File: src/timer_pkg.sv
// Constants for the sixteen-bit timer core: register map, field positions,
// reset values and clock figures.
// Assumes a byte-wide register port and a single 20 MHz system clock.
package timer_pkg;

	// ==========================================================
	// Register map, one byte per address
	localparam logic [3:0] ADDR_STATUS_CONTROL = 4'h0;
	localparam logic [3:0] ADDR_COUNTER_HIGH   = 4'h1;
	localparam logic [3:0] ADDR_COUNTER_LOW    = 4'h2;
	localparam logic [3:0] ADDR_PERIOD_HIGH    = 4'h3;
	localparam logic [3:0] ADDR_PERIOD_LOW     = 4'h4;
	localparam logic [3:0] ADDR_CH0_CONTROL    = 4'h5;
	localparam logic [3:0] ADDR_CH0_HIGH       = 4'h6;
	localparam logic [3:0] ADDR_CH0_LOW        = 4'h7;
	localparam logic [3:0] ADDR_CH1_CONTROL    = 4'h8;
	localparam logic [3:0] ADDR_CH1_HIGH       = 4'h9;
	localparam logic [3:0] ADDR_CH1_LOW        = 4'hA;

	// ==========================================================
	// Timer status/control fields
	localparam int SC_OVF_FLAG  = 7;
	localparam int SC_OVF_IE    = 6;
	localparam int SC_HALT      = 5;
	localparam int SC_CNT_RESET = 4;
	localparam int SC_PS_MSB    = 2;
	localparam int SC_PS_LSB    = 0;

	// ==========================================================
	// Channel status/control fields
	localparam int CH_FLAG = 7;
	localparam int CH_IE   = 6;
	localparam int CH_MSB  = 5;
	localparam int CH_MSA  = 4;
	localparam int CH_ELSB = 3;
	localparam int CH_ELSA = 2;
	localparam int CH_TOV  = 1;
	localparam int CH_MAX  = 0;

	// ==========================================================
	// Encodings and reset values
	localparam logic [2:0]  PS_EXTERNAL    = 3'h7;
	localparam logic [1:0]  ELS_NONE       = 2'h0;
	localparam logic [1:0]  ELS_TOGGLE     = 2'h1;
	localparam logic [1:0]  ELS_CLEAR      = 2'h2;
	localparam logic [1:0]  ELS_SET        = 2'h3;
	localparam logic [15:0] COUNTER_ZERO   = 16'h0000;
	localparam logic [15:0] PERIOD_RESET   = 16'hFFFF;
	localparam logic [7:0]  BYTE_ZERO      = 8'h00;
	localparam logic [5:0]  PRESCALE_ZERO  = 6'h00;
	localparam logic [5:0]  PRESCALE_ONE   = 6'h01;
	localparam logic [15:0] COUNTER_ONE    = 16'h0001;
	localparam int          CLK_PERIOD_NS  = 50;

endpackage
File: src/timer_core.sv
// Sixteen-bit timer core: prescaler or external clock, modulo counter,
// overflow flag, two capture/compare/PWM channels and a byte register port.
// Assumes all inputs synchronous to clk_sys; break and wait come from the
// system controller; channel pins are resolved by the port logic outside.
//
// Function
// - Channel 0 buffered select links both channels
// - Overflow toggle off with clear on compare gives constant 0% output
// - Full duty plus overflow toggle gives 100%
// - Overflow flag with enable raises interrupt request
// - Channel events set flag; interrupt when enabled
// - Wait keeps counting, blocks registers, wakes controller
// - Break holds the counter stopped
// - Break protects flags unless clear enable set
// - Prescale select picks divider or external clock
// - External clock selected forces pin as input
// - Overflow flag clears by read then 0-write
// - Halt set by reset, holds counter value
// - Counter reset bit clears counter and prescaler
// - Halt with counter reset stops at zero
// - High byte read latches low byte
// - Match with period limit wraps, sets flag
// - Period high write inhibits overflow flag until low
// - Reset loads period limit with all ones
// - Channels independent unless channel 0 buffered; only channel 0 buffers
// - Channel flag clears by read then 0-write
// - Overflow toggle beats simultaneous compare
// - Full duty change acts next period
// - Channel high write inhibits compare until low
`timescale 1ns/1ps

module timer_core
	import timer_pkg::*;
(
	input  wire logic       clk_sys,
	input  wire logic       resetn,
	input  wire logic [3:0] addr,
	input  wire logic [7:0] wdata,
	input  wire logic       wr_stb,
	input  wire logic       rd_stb,
	output logic      [7:0] rdata,
	input  wire logic       break_active,
	input  wire logic       break_clear_enable,
	input  wire logic       wait_mode,
	input  wire logic       external_timer_clock_pin,
	output logic            external_clock_force_input,
	input  wire logic       channel0_pin_in,
	output logic            channel0_pin_out,
	output logic            channel0_pin_oe,
	input  wire logic       channel1_pin_in,
	output logic            channel1_pin_out,
	output logic            channel1_pin_oe,
	output logic            overflow_irq,
	output logic            channel0_irq,
	output logic            channel1_irq,
	output logic            wake_request
);

	// ==========================================================
	// State
	typedef struct packed {
		logic [15:0]      counter;
		logic [5:0]       prescale;
		logic [7:0]       latch_low;
		logic             latched;
		logic [15:0]      period;
		logic             period_inhibit;
		logic             ovf_flag;
		logic             ovf_arm;
		logic             ovf_ie;
		logic             halt;
		logic [2:0]       ps;
		logic             ext_prev;
		logic [1:0][7:0]  ch_ctl;
		logic [1:0]       ch_flag;
		logic [1:0]       ch_arm;
		logic [1:0][15:0] ch_val;
		logic [1:0]       cmp_inhibit;
		logic [1:0]       cap_inhibit;
		logic [1:0]       out_lvl;
		logic [1:0]       max_eff;
		logic [1:0]       pin_prev;
		logic             buf_active;
		logic             buf_pending;
		logic [7:0]       rdata;
		logic [1:0]       pin_out;
		logic [1:0]       pin_oe;
		logic             ext_force;
		logic             ovf_irq;
		logic [1:0]       ch_irq;
		logic             wake;
	} state_t;

	state_t state_reg;
	state_t state_next;

	logic       tick;
	logic       ovf_hit;
	logic [1:0] cmp_hit;

	// ==========================================================
	// Helpers
	// Mask of prescaler bits that must all be one for a tick
	function automatic logic [5:0] ps_mask(input logic [2:0] ps);
		logic [5:0] m;
		m = PRESCALE_ZERO;
		for (int k = 0; k < 6; k++) begin
			if (k < int'(ps))
				m[k] = 1'b1;
		end
		return m;
	endfunction

	// Output level after a compare action
	function automatic logic edge_action(input logic [1:0] els, input logic lvl);
		logic res;
		res = lvl;
		case (els)
			ELS_TOGGLE: res = ~lvl;
			ELS_CLEAR:  res = 1'b0;
			ELS_SET:    res = 1'b1;
			default:    res = lvl;
		endcase
		return res;
	endfunction

	// ==========================================================
	// Next-state logic
	always_comb begin
		logic       acc_rd;
		logic       acc_wr;
		logic       flag_ops;
		logic       ext_rise;
		logic       run;
		logic       linked;
		logic       mode_cmp;
		logic       mode_cap;
		logic [1:0] els;
		logic [15:0] cval;
		logic       edge_seen;
		logic [1:0] ch_ev;
		logic [7:0] rd_val;
		state_next = state_reg;
		acc_rd     = rd_stb & ~wait_mode;
		acc_wr     = wr_stb & ~wait_mode;
		flag_ops   = ~(break_active & ~break_clear_enable);
		ext_rise   = external_timer_clock_pin & ~state_reg.ext_prev;
		run        = ~state_reg.halt & ~break_active;
		linked     = state_reg.ch_ctl[0][CH_MSB];
		mode_cmp   = 1'b0;
		mode_cap   = 1'b0;
		els        = ELS_NONE;
		cval       = COUNTER_ZERO;
		edge_seen  = 1'b0;
		ch_ev      = 2'b00;
		rd_val     = BYTE_ZERO;
		cmp_hit    = 2'b00;
		state_next.ext_prev = external_timer_clock_pin;

		// Prescaler and counter advance
		if (state_reg.ps == PS_EXTERNAL)
			tick = run & ext_rise;
		else
			tick = run & ((state_reg.prescale & ps_mask(state_reg.ps)) ==
				ps_mask(state_reg.ps));
		if (run)
			state_next.prescale = state_reg.prescale + PRESCALE_ONE;
		ovf_hit = tick & (state_reg.counter == state_reg.period);
		if (ovf_hit)
			state_next.counter = COUNTER_ZERO;
		else if (tick)
			state_next.counter = state_reg.counter + COUNTER_ONE;
		if (ovf_hit & linked)
			state_next.buf_active = state_reg.buf_pending;

		// Channels
		for (int i = 0; i < 2; i++) begin
			els = state_reg.ch_ctl[i][CH_ELSB:CH_ELSA];
			if (i == 0) begin
				mode_cmp = state_reg.ch_ctl[0][CH_MSB] | state_reg.ch_ctl[0][CH_MSA];
				mode_cap = ~mode_cmp & (els != ELS_NONE);
				cval = (linked & state_reg.buf_active) ? state_reg.ch_val[1] :
					state_reg.ch_val[0];
			end else begin
				mode_cmp = state_reg.ch_ctl[1][CH_MSA] & ~linked;
				mode_cap = ~state_reg.ch_ctl[1][CH_MSA] & ~linked & (els != ELS_NONE);
				cval = state_reg.ch_val[1];
			end
			cmp_hit[i] = tick & mode_cmp & ~state_reg.cmp_inhibit[i] &
				(state_reg.counter == cval);
			case (els)
				ELS_TOGGLE: edge_seen = state_reg.pin_prev[i] != (i == 0 ?
					channel0_pin_in : channel1_pin_in) ? ~state_reg.pin_prev[i] : 1'b0;
				ELS_CLEAR:  edge_seen = state_reg.pin_prev[i] & ~(i == 0 ?
					channel0_pin_in : channel1_pin_in);
				ELS_SET:    edge_seen = state_reg.pin_prev[i] ^ (i == 0 ?
					channel0_pin_in : channel1_pin_in);
				default:    edge_seen = 1'b0;
			endcase
			if (mode_cap & edge_seen & ~state_reg.cap_inhibit[i])
				state_next.ch_val[i] = state_reg.counter;
			ch_ev[i] = cmp_hit[i] | (mode_cap & edge_seen);
			state_next.pin_prev[i] = (i == 0) ? channel0_pin_in : channel1_pin_in;
			// Output level: preset, overflow toggle first, then compare
			if (els == ELS_NONE)
				state_next.out_lvl[i] = ~state_reg.ch_ctl[i][CH_MSA];
			else if (mode_cmp & ovf_hit & state_reg.ch_ctl[i][CH_TOV])
				state_next.out_lvl[i] = ~state_reg.out_lvl[i];
			else if (cmp_hit[i])
				state_next.out_lvl[i] = edge_action(els, state_reg.out_lvl[i]);
			if (ovf_hit)
				state_next.max_eff[i] = state_reg.ch_ctl[i][CH_MAX];
		end

		// Register writes
		if (acc_wr) begin
			case (addr)
				ADDR_STATUS_CONTROL: begin
					if (flag_ops & state_reg.ovf_arm & ~wdata[SC_OVF_FLAG]) begin
						state_next.ovf_flag = 1'b0;
						state_next.ovf_arm  = 1'b0;
					end
					state_next.ovf_ie = wdata[SC_OVF_IE];
					state_next.halt   = wdata[SC_HALT];
					state_next.ps     = wdata[SC_PS_MSB:SC_PS_LSB];
					if (wdata[SC_CNT_RESET]) begin
						state_next.counter  = COUNTER_ZERO;
						state_next.prescale = PRESCALE_ZERO;
						state_next.latched  = 1'b0;
					end
				end
				ADDR_PERIOD_HIGH: begin
					state_next.period[15:8]   = wdata;
					state_next.period_inhibit = 1'b1;
				end
				ADDR_PERIOD_LOW: begin
					state_next.period[7:0]    = wdata;
					state_next.period_inhibit = 1'b0;
				end
				ADDR_CH0_CONTROL, ADDR_CH1_CONTROL: begin
					for (int i = 0; i < 2; i++) begin
						if (addr == (i == 0 ? ADDR_CH0_CONTROL : ADDR_CH1_CONTROL)) begin
							if (flag_ops & state_reg.ch_arm[i] & ~wdata[CH_FLAG]) begin
								state_next.ch_flag[i] = 1'b0;
								state_next.ch_arm[i]  = 1'b0;
							end
							state_next.ch_ctl[i] = {1'b0, wdata[6:0]};
							if (i == 1)
								state_next.ch_ctl[1][CH_MSB] = 1'b0;
						end
					end
				end
				ADDR_CH0_HIGH: begin
					state_next.ch_val[0][15:8] = wdata;
					state_next.cmp_inhibit[0]  = 1'b1;
				end
				ADDR_CH0_LOW: begin
					state_next.ch_val[0][7:0]  = wdata;
					state_next.cmp_inhibit[0]  = 1'b0;
					state_next.buf_pending     = 1'b0;
				end
				ADDR_CH1_HIGH: begin
					state_next.ch_val[1][15:8] = wdata;
					state_next.cmp_inhibit[1]  = 1'b1;
				end
				ADDR_CH1_LOW: begin
					state_next.ch_val[1][7:0]  = wdata;
					state_next.cmp_inhibit[1]  = 1'b0;
					state_next.buf_pending     = 1'b1;
				end
				default: begin
				end
			endcase
		end

		// Register reads and their side effects
		if (acc_rd) begin
			case (addr)
				ADDR_STATUS_CONTROL: begin
					rd_val = {state_reg.ovf_flag, state_reg.ovf_ie, state_reg.halt,
						1'b0, 1'b0, state_reg.ps};
					if (flag_ops & state_reg.ovf_flag)
						state_next.ovf_arm = 1'b1;
				end
				ADDR_COUNTER_HIGH: begin
					rd_val = state_reg.counter[15:8];
					if (~state_reg.latched) begin
						state_next.latched   = 1'b1;
						state_next.latch_low = state_reg.counter[7:0];
					end
				end
				ADDR_COUNTER_LOW: begin
					rd_val = state_reg.latched ? state_reg.latch_low :
						state_reg.counter[7:0];
					state_next.latched = 1'b0;
				end
				ADDR_PERIOD_HIGH: rd_val = state_reg.period[15:8];
				ADDR_PERIOD_LOW:  rd_val = state_reg.period[7:0];
				ADDR_CH0_CONTROL: begin
					rd_val = state_reg.ch_ctl[0] | {state_reg.ch_flag[0], 7'h00};
					if (flag_ops & state_reg.ch_flag[0])
						state_next.ch_arm[0] = 1'b1;
				end
				ADDR_CH1_CONTROL: begin
					rd_val = state_reg.ch_ctl[1] | {state_reg.ch_flag[1], 7'h00};
					if (flag_ops & state_reg.ch_flag[1])
						state_next.ch_arm[1] = 1'b1;
				end
				ADDR_CH0_HIGH: begin
					rd_val = state_reg.ch_val[0][15:8];
					state_next.cap_inhibit[0] = 1'b1;
				end
				ADDR_CH0_LOW: begin
					rd_val = state_reg.ch_val[0][7:0];
					state_next.cap_inhibit[0] = 1'b0;
				end
				ADDR_CH1_HIGH: begin
					rd_val = state_reg.ch_val[1][15:8];
					state_next.cap_inhibit[1] = 1'b1;
				end
				ADDR_CH1_LOW: begin
					rd_val = state_reg.ch_val[1][7:0];
					state_next.cap_inhibit[1] = 1'b0;
				end
				default: rd_val = BYTE_ZERO;
			endcase
		end
		state_next.rdata = rd_val;

		// Events set flags; a set wins over a clear in the same cycle
		if (ovf_hit & ~state_next.period_inhibit & ~state_reg.period_inhibit) begin
			state_next.ovf_flag = 1'b1;
			state_next.ovf_arm  = 1'b0;
		end
		for (int i = 0; i < 2; i++) begin
			if (ch_ev[i]) begin
				state_next.ch_flag[i] = 1'b1;
				state_next.ch_arm[i]  = 1'b0;
			end
		end

		// Pin drive and interrupt levels
		state_next.pin_oe[0]  = (state_next.ch_ctl[0][CH_MSB] |
			state_next.ch_ctl[0][CH_MSA]) &
			(state_next.ch_ctl[0][CH_ELSB:CH_ELSA] != ELS_NONE);
		state_next.pin_oe[1]  = state_next.ch_ctl[1][CH_MSA] & ~state_next.ch_ctl[0][CH_MSB] &
			(state_next.ch_ctl[1][CH_ELSB:CH_ELSA] != ELS_NONE);
		for (int i = 0; i < 2; i++) begin
			state_next.pin_out[i] = (state_next.ch_ctl[i][CH_TOV] & state_next.max_eff[i]) |
				state_next.out_lvl[i];
			state_next.ch_irq[i] = state_next.ch_flag[i] & state_next.ch_ctl[i][CH_IE];
		end
		state_next.ext_force = (state_next.ps == PS_EXTERNAL);
		state_next.ovf_irq   = state_next.ovf_flag & state_next.ovf_ie;
		state_next.wake      = state_next.ovf_irq | (|state_next.ch_irq);
	end

	// ==========================================================
	// State register
	always_ff @(posedge clk_sys or negedge resetn) begin
		if (!resetn) begin
			state_reg        <= '0;
			state_reg.halt   <= 1'b1;
			state_reg.period <= PERIOD_RESET;
			state_reg.out_lvl <= 2'b11;
			state_reg.pin_out <= 2'b11;
		end else begin
			state_reg <= state_next;
		end
	end

	// Outputs straight from flops
	assign rdata                      = state_reg.rdata;
	assign external_clock_force_input = state_reg.ext_force;
	assign channel0_pin_out           = state_reg.pin_out[0];
	assign channel0_pin_oe            = state_reg.pin_oe[0];
	assign channel1_pin_out           = state_reg.pin_out[1];
	assign channel1_pin_oe            = state_reg.pin_oe[1];
	assign overflow_irq               = state_reg.ovf_irq;
	assign channel0_irq               = state_reg.ch_irq[0];
	assign channel1_irq               = state_reg.ch_irq[1];
	assign wake_request               = state_reg.wake;
endmodule

File: config.mk
export PLATFORM = sky130hd
export DESIGN_NAME = timer_core
export DESIGN_NICKNAME = d
export VERILOG_FILES = /design/src/timer_pkg.sv /design/src/timer_core.sv
export SDC_FILE = /design/constraint.sdc
export NUM_CORES = 1
export LEC_CHECK = 0
export BUFFER_PORTS_ARGS = -buffer_cell sky130_fd_sc_hd__buf_4
export CAP_MARGIN = 20
export CORE_MARGIN = 8
export CORE_UTILIZATION = 65
export DETAILED_ROUTE_END_ITERATION = 12
export GPL_TIMING_DRIVEN = 0
export PLACE_DENSITY = 0.84
export SYNTH_ARGS = -nofsm -noshare
export SYNTH_HDL_FRONTEND = slang
export SYNTH_SLANG_ARGS = --single-unit
File: constraint.sdc
create_clock -name clk_sys -period 4.01 [get_ports clk_sys]
set_input_delay 0.802 -clock clk_sys [delete_from_list [all_inputs] [get_ports clk_sys]]
set_output_delay 0.802 -clock clk_sys [all_outputs]
set_load 0.1 [all_outputs]
==> run_results.csv <==
group,metric,value,unit
sta,fmax,308,MHz
detailed_routing,detailedRoute.firstPassIterationCount,5,
place,post_dp_cell_area,0.00811,mm2
cells_and_area,finalCoreUtilization,75.9,%
detailed_routing,via_count,7052,
cells_and_area,proportion_of_layout_cells_with_a_drive_suffix_above_1,19.8,%
clocking,clock_latency,440,ps
global_routing,grt_start_max_net_pins,69,
logic_synthesis,synth_largest_type_area_fraction,36.9,%
sta,tightestPinTransition,1070,ps
logic_synthesis,netlist.top_cell.by_area,"dfrtp_1",
cells_and_area,flip_flop_count_of_the_largest_register_after_layout,117,
die,die-height,125,um
critical_path,critPathCaptureType,"register",
critical_path,cp_max_fo,10,
detailed_routing,vias_per_cell,7.00,
logic_synthesis,yosys-top-cells-count,"dfrtp_1, nand2_1, nor2_1",
place,finalWeightedCongestion,1.06,
detailed_routing,detail_route.wl_per_cell,26.9,um
clocking,clock-sinks,134,
clocking,root_buffer_selected_by_cts,"clkbuf_16",
critical_path,arrival_time_at_the_worst_endpoint,3620,ps
detailed_routing,route.antenna.remaining_nets,0,
pwr,max-vdd-ir-drop,0.000556,V
run_status,run_status,"finished clean",
logic_synthesis,most_repeated_cell_in_the_gate_level_netlist_after_synthesis,"dfrtp_1",
clocking,cts.hold.buffers_added,0,
pwr,static-leakage-power,3.66,nW
clocking,clock_path_buffers,2,
cells_and_area,final_design_area_no_fill,0.00870,mm2
place,numPortBuffers,32,
logic_synthesis,number_of_flops_mapped_to_enable_cells_by_yosys,0,
logic_synthesis,net_count_after_synthesis,827,
sta,grt_setup_unrepaired,"false",
detailed_routing,drt_iter0_drc,1017,
worst_hold_path,hold_class,"in2async",
detailed_routing,finalWirelength,27100,um
die,die-area,0.0155,mm2
cells_and_area,syn_to_final_growth,13.6,%
global_routing,overflow_left_after_global_routing,0,
global_routing,antenna_found_initial,0,
place,detailedPlacementHpwl,19500,um
global_routing,grt_first_pass_wirelength,41300,um
pwr,totalPowerFinal,5.39,mW
clocking,cts.clk_slew.worst_paths,60,ps
logic_synthesis,post_synth.cell_area_avg,9.58,um2
clocking,postCtsSetupRepairBufs,0,
sta,layout_worst_path_cycle_share,80.9,%
clocking,cts_made_buffers,17,
clocking,cts.repair.resized,0,
sta,setup_total_negative_slack,0,ps
sta,slew_headroom,28.6,%
logic_synthesis,synth.distinct_cells,67,
sta,final_setup_viols,0,
sta,worst_hold_slack,351,ps
cells_and_area,diodes,0,
critical_path,critical_path_class,"reg2reg",
die,effective_utilization_at_floorplan,66.8,%
critical_path,timing.critical_path.required,4380,ps
pwr,power_density,619,mW/mm2
sta,finClkSkew,10.1,ps
logic_synthesis,synth_area,0.00766,mm2
die,design.core.area,0.0115,mm2
logic_synthesis,synth.yosys.seq_area_share,44.1,%
die,floorplan.rows,39,
clocking,cts_tree,"done",
clocking,cts-htree-levels,4,
logic_synthesis,yosys-top-cells-area,"dfrtp_1, dfstp_2, mux2_2",
cells_and_area,num-nets-final,880,
global_routing,first_global_vias,7001,
die,die_w,125,um
run,maxCapViolCount,0,
sta,timing.final.crit_period,3240,ps
die,pin_count,39,
detailed_routing,post-route-drc-count,0,
global_routing,grt_usage,34.9,%
logic_synthesis,async_reset_ff_share,100,%
critical_path,worst_setup_path_start_kind,"register",
logic_synthesis,synth_flop_cell,"dfrtp_1",
sta,slew_violations,0,
logic_synthesis,yosysWarningCount,0,
logic_synthesis,ys_ff_latch,134,
logic_synthesis,netlist_instances,799,
sta,hold_viol,0,
==> worst max-delay path, stage by stage, from the launching register on <==
cell	delay, ps
dfrtp_1	460
nand2_1	340
buf_2	310
nand3_1	120
o22a_1	170
nor4_1	800
nand4bb_1	460
a21boi_0	360
or3_1	170
==> routing by layer <==
| metal | GRT usage [%] | wire length, um | up-vias |
|---|---|---|---|
| met5 | 0 | 0 | - |
| met2 | 51.5 | 11900 | 560 |
| met1 | 42.5 | 10100 | 3386 |
| met3 | 13.8 | 3550 | 145 |
| li1 | - | - | 2961 |
| met4 | 20.1 | 1580 | 0 |
==> cell families (layout without fill, tap and decap cells) <==
| kind of cell | Yosys count | in the layout | synth area share [%] |
|---|---|---|---|
| compound gates | 167 | 167 | 14.1 |
| xor+xnor | 45 | 45 | 5.15 |
| fa+ha+maj | 7 | 7 | 1.13 |
| buf+inv | 80 | 146 | 4.76 |
| flops | 134 | 134 | 44.1 |
| mux | 93 | 93 | 12.9 |
| simple gates | 273 | 273 | 17.8 |
==> power by group <==
group	total, mW	switching [mW]	internal, mW
combinational	1.68	1.06	0.618
clock	1.57	0.583	0.989
sequential	2.13	0.426	1.71
==> layout make-up <==
| type | count | area [um2] |
|---|---|---|
| flip-flops and latches | 134 | 3380 |
| repair buffers | 34 | 279 |
| plain buffers | 59 | 285 |
| multi-input cells | 585 | 3910 |
| fillers | 810 | 2770 |
| clock inverters | 9 | 128 |
| clock buffers | 23 | 458 |
| well taps | 143 | 179 |
| inverters | 21 | 78.8 |
==> through the flow <==
step	setup WS, ps	cells
2_1_floorplan	1360	799
3_3_place_gp	778	974
3_5_place_dp	686	976
4_1_cts	967	1008
5_1_grt	715	1008
6_report	766	1008
==> layout by cell type (no fill, tap or decap), types with 4 or more instances in the layout <==
cell,n
a32oi_1,7
o211ai_1,5
inv_1,21
nand4_1,15
clkinv_2,4
a32o_1,4
nor2b_1,16
nor2_1,71
buf_2,20
ha_1,6
nor4_1,6
mux2i_1,48
clkbuf_2,4
mux2_2,44
xor2_1,13
clkbuf_16,17
nand3b_1,6
o22ai_1,6
dfrtp_1,113
a31oi_1,11
or3_1,6
buf_1,4
nand3_1,22
clkbuf_1,27
o21ai_0,45
xnor2_1,32
buf_4,41
nor3_1,15
a22oi_1,6
and3_1,7
dfstp_2,21
a21oi_1,41
a221oi_1,10
nand2b_1,17
nand2_1,72
==> final timing paths <==
kind,startpoint,end,slack [ps],cells past startpoint
worst max-delay path,state_reg[18],wake_request,770,8
worst min-delay path,resetn,state_reg[49],350,1
worst max register to register,state_reg[18],wake_request,770,8
worst min register to register,state_reg[17],state_reg[17],490,1
max in group asynchronous,resetn,state_reg[24],2880,2
min in group clk_sys,external_timer_clock_pin,state_reg[81],470,1
Power figures use the tool's default switching activity.
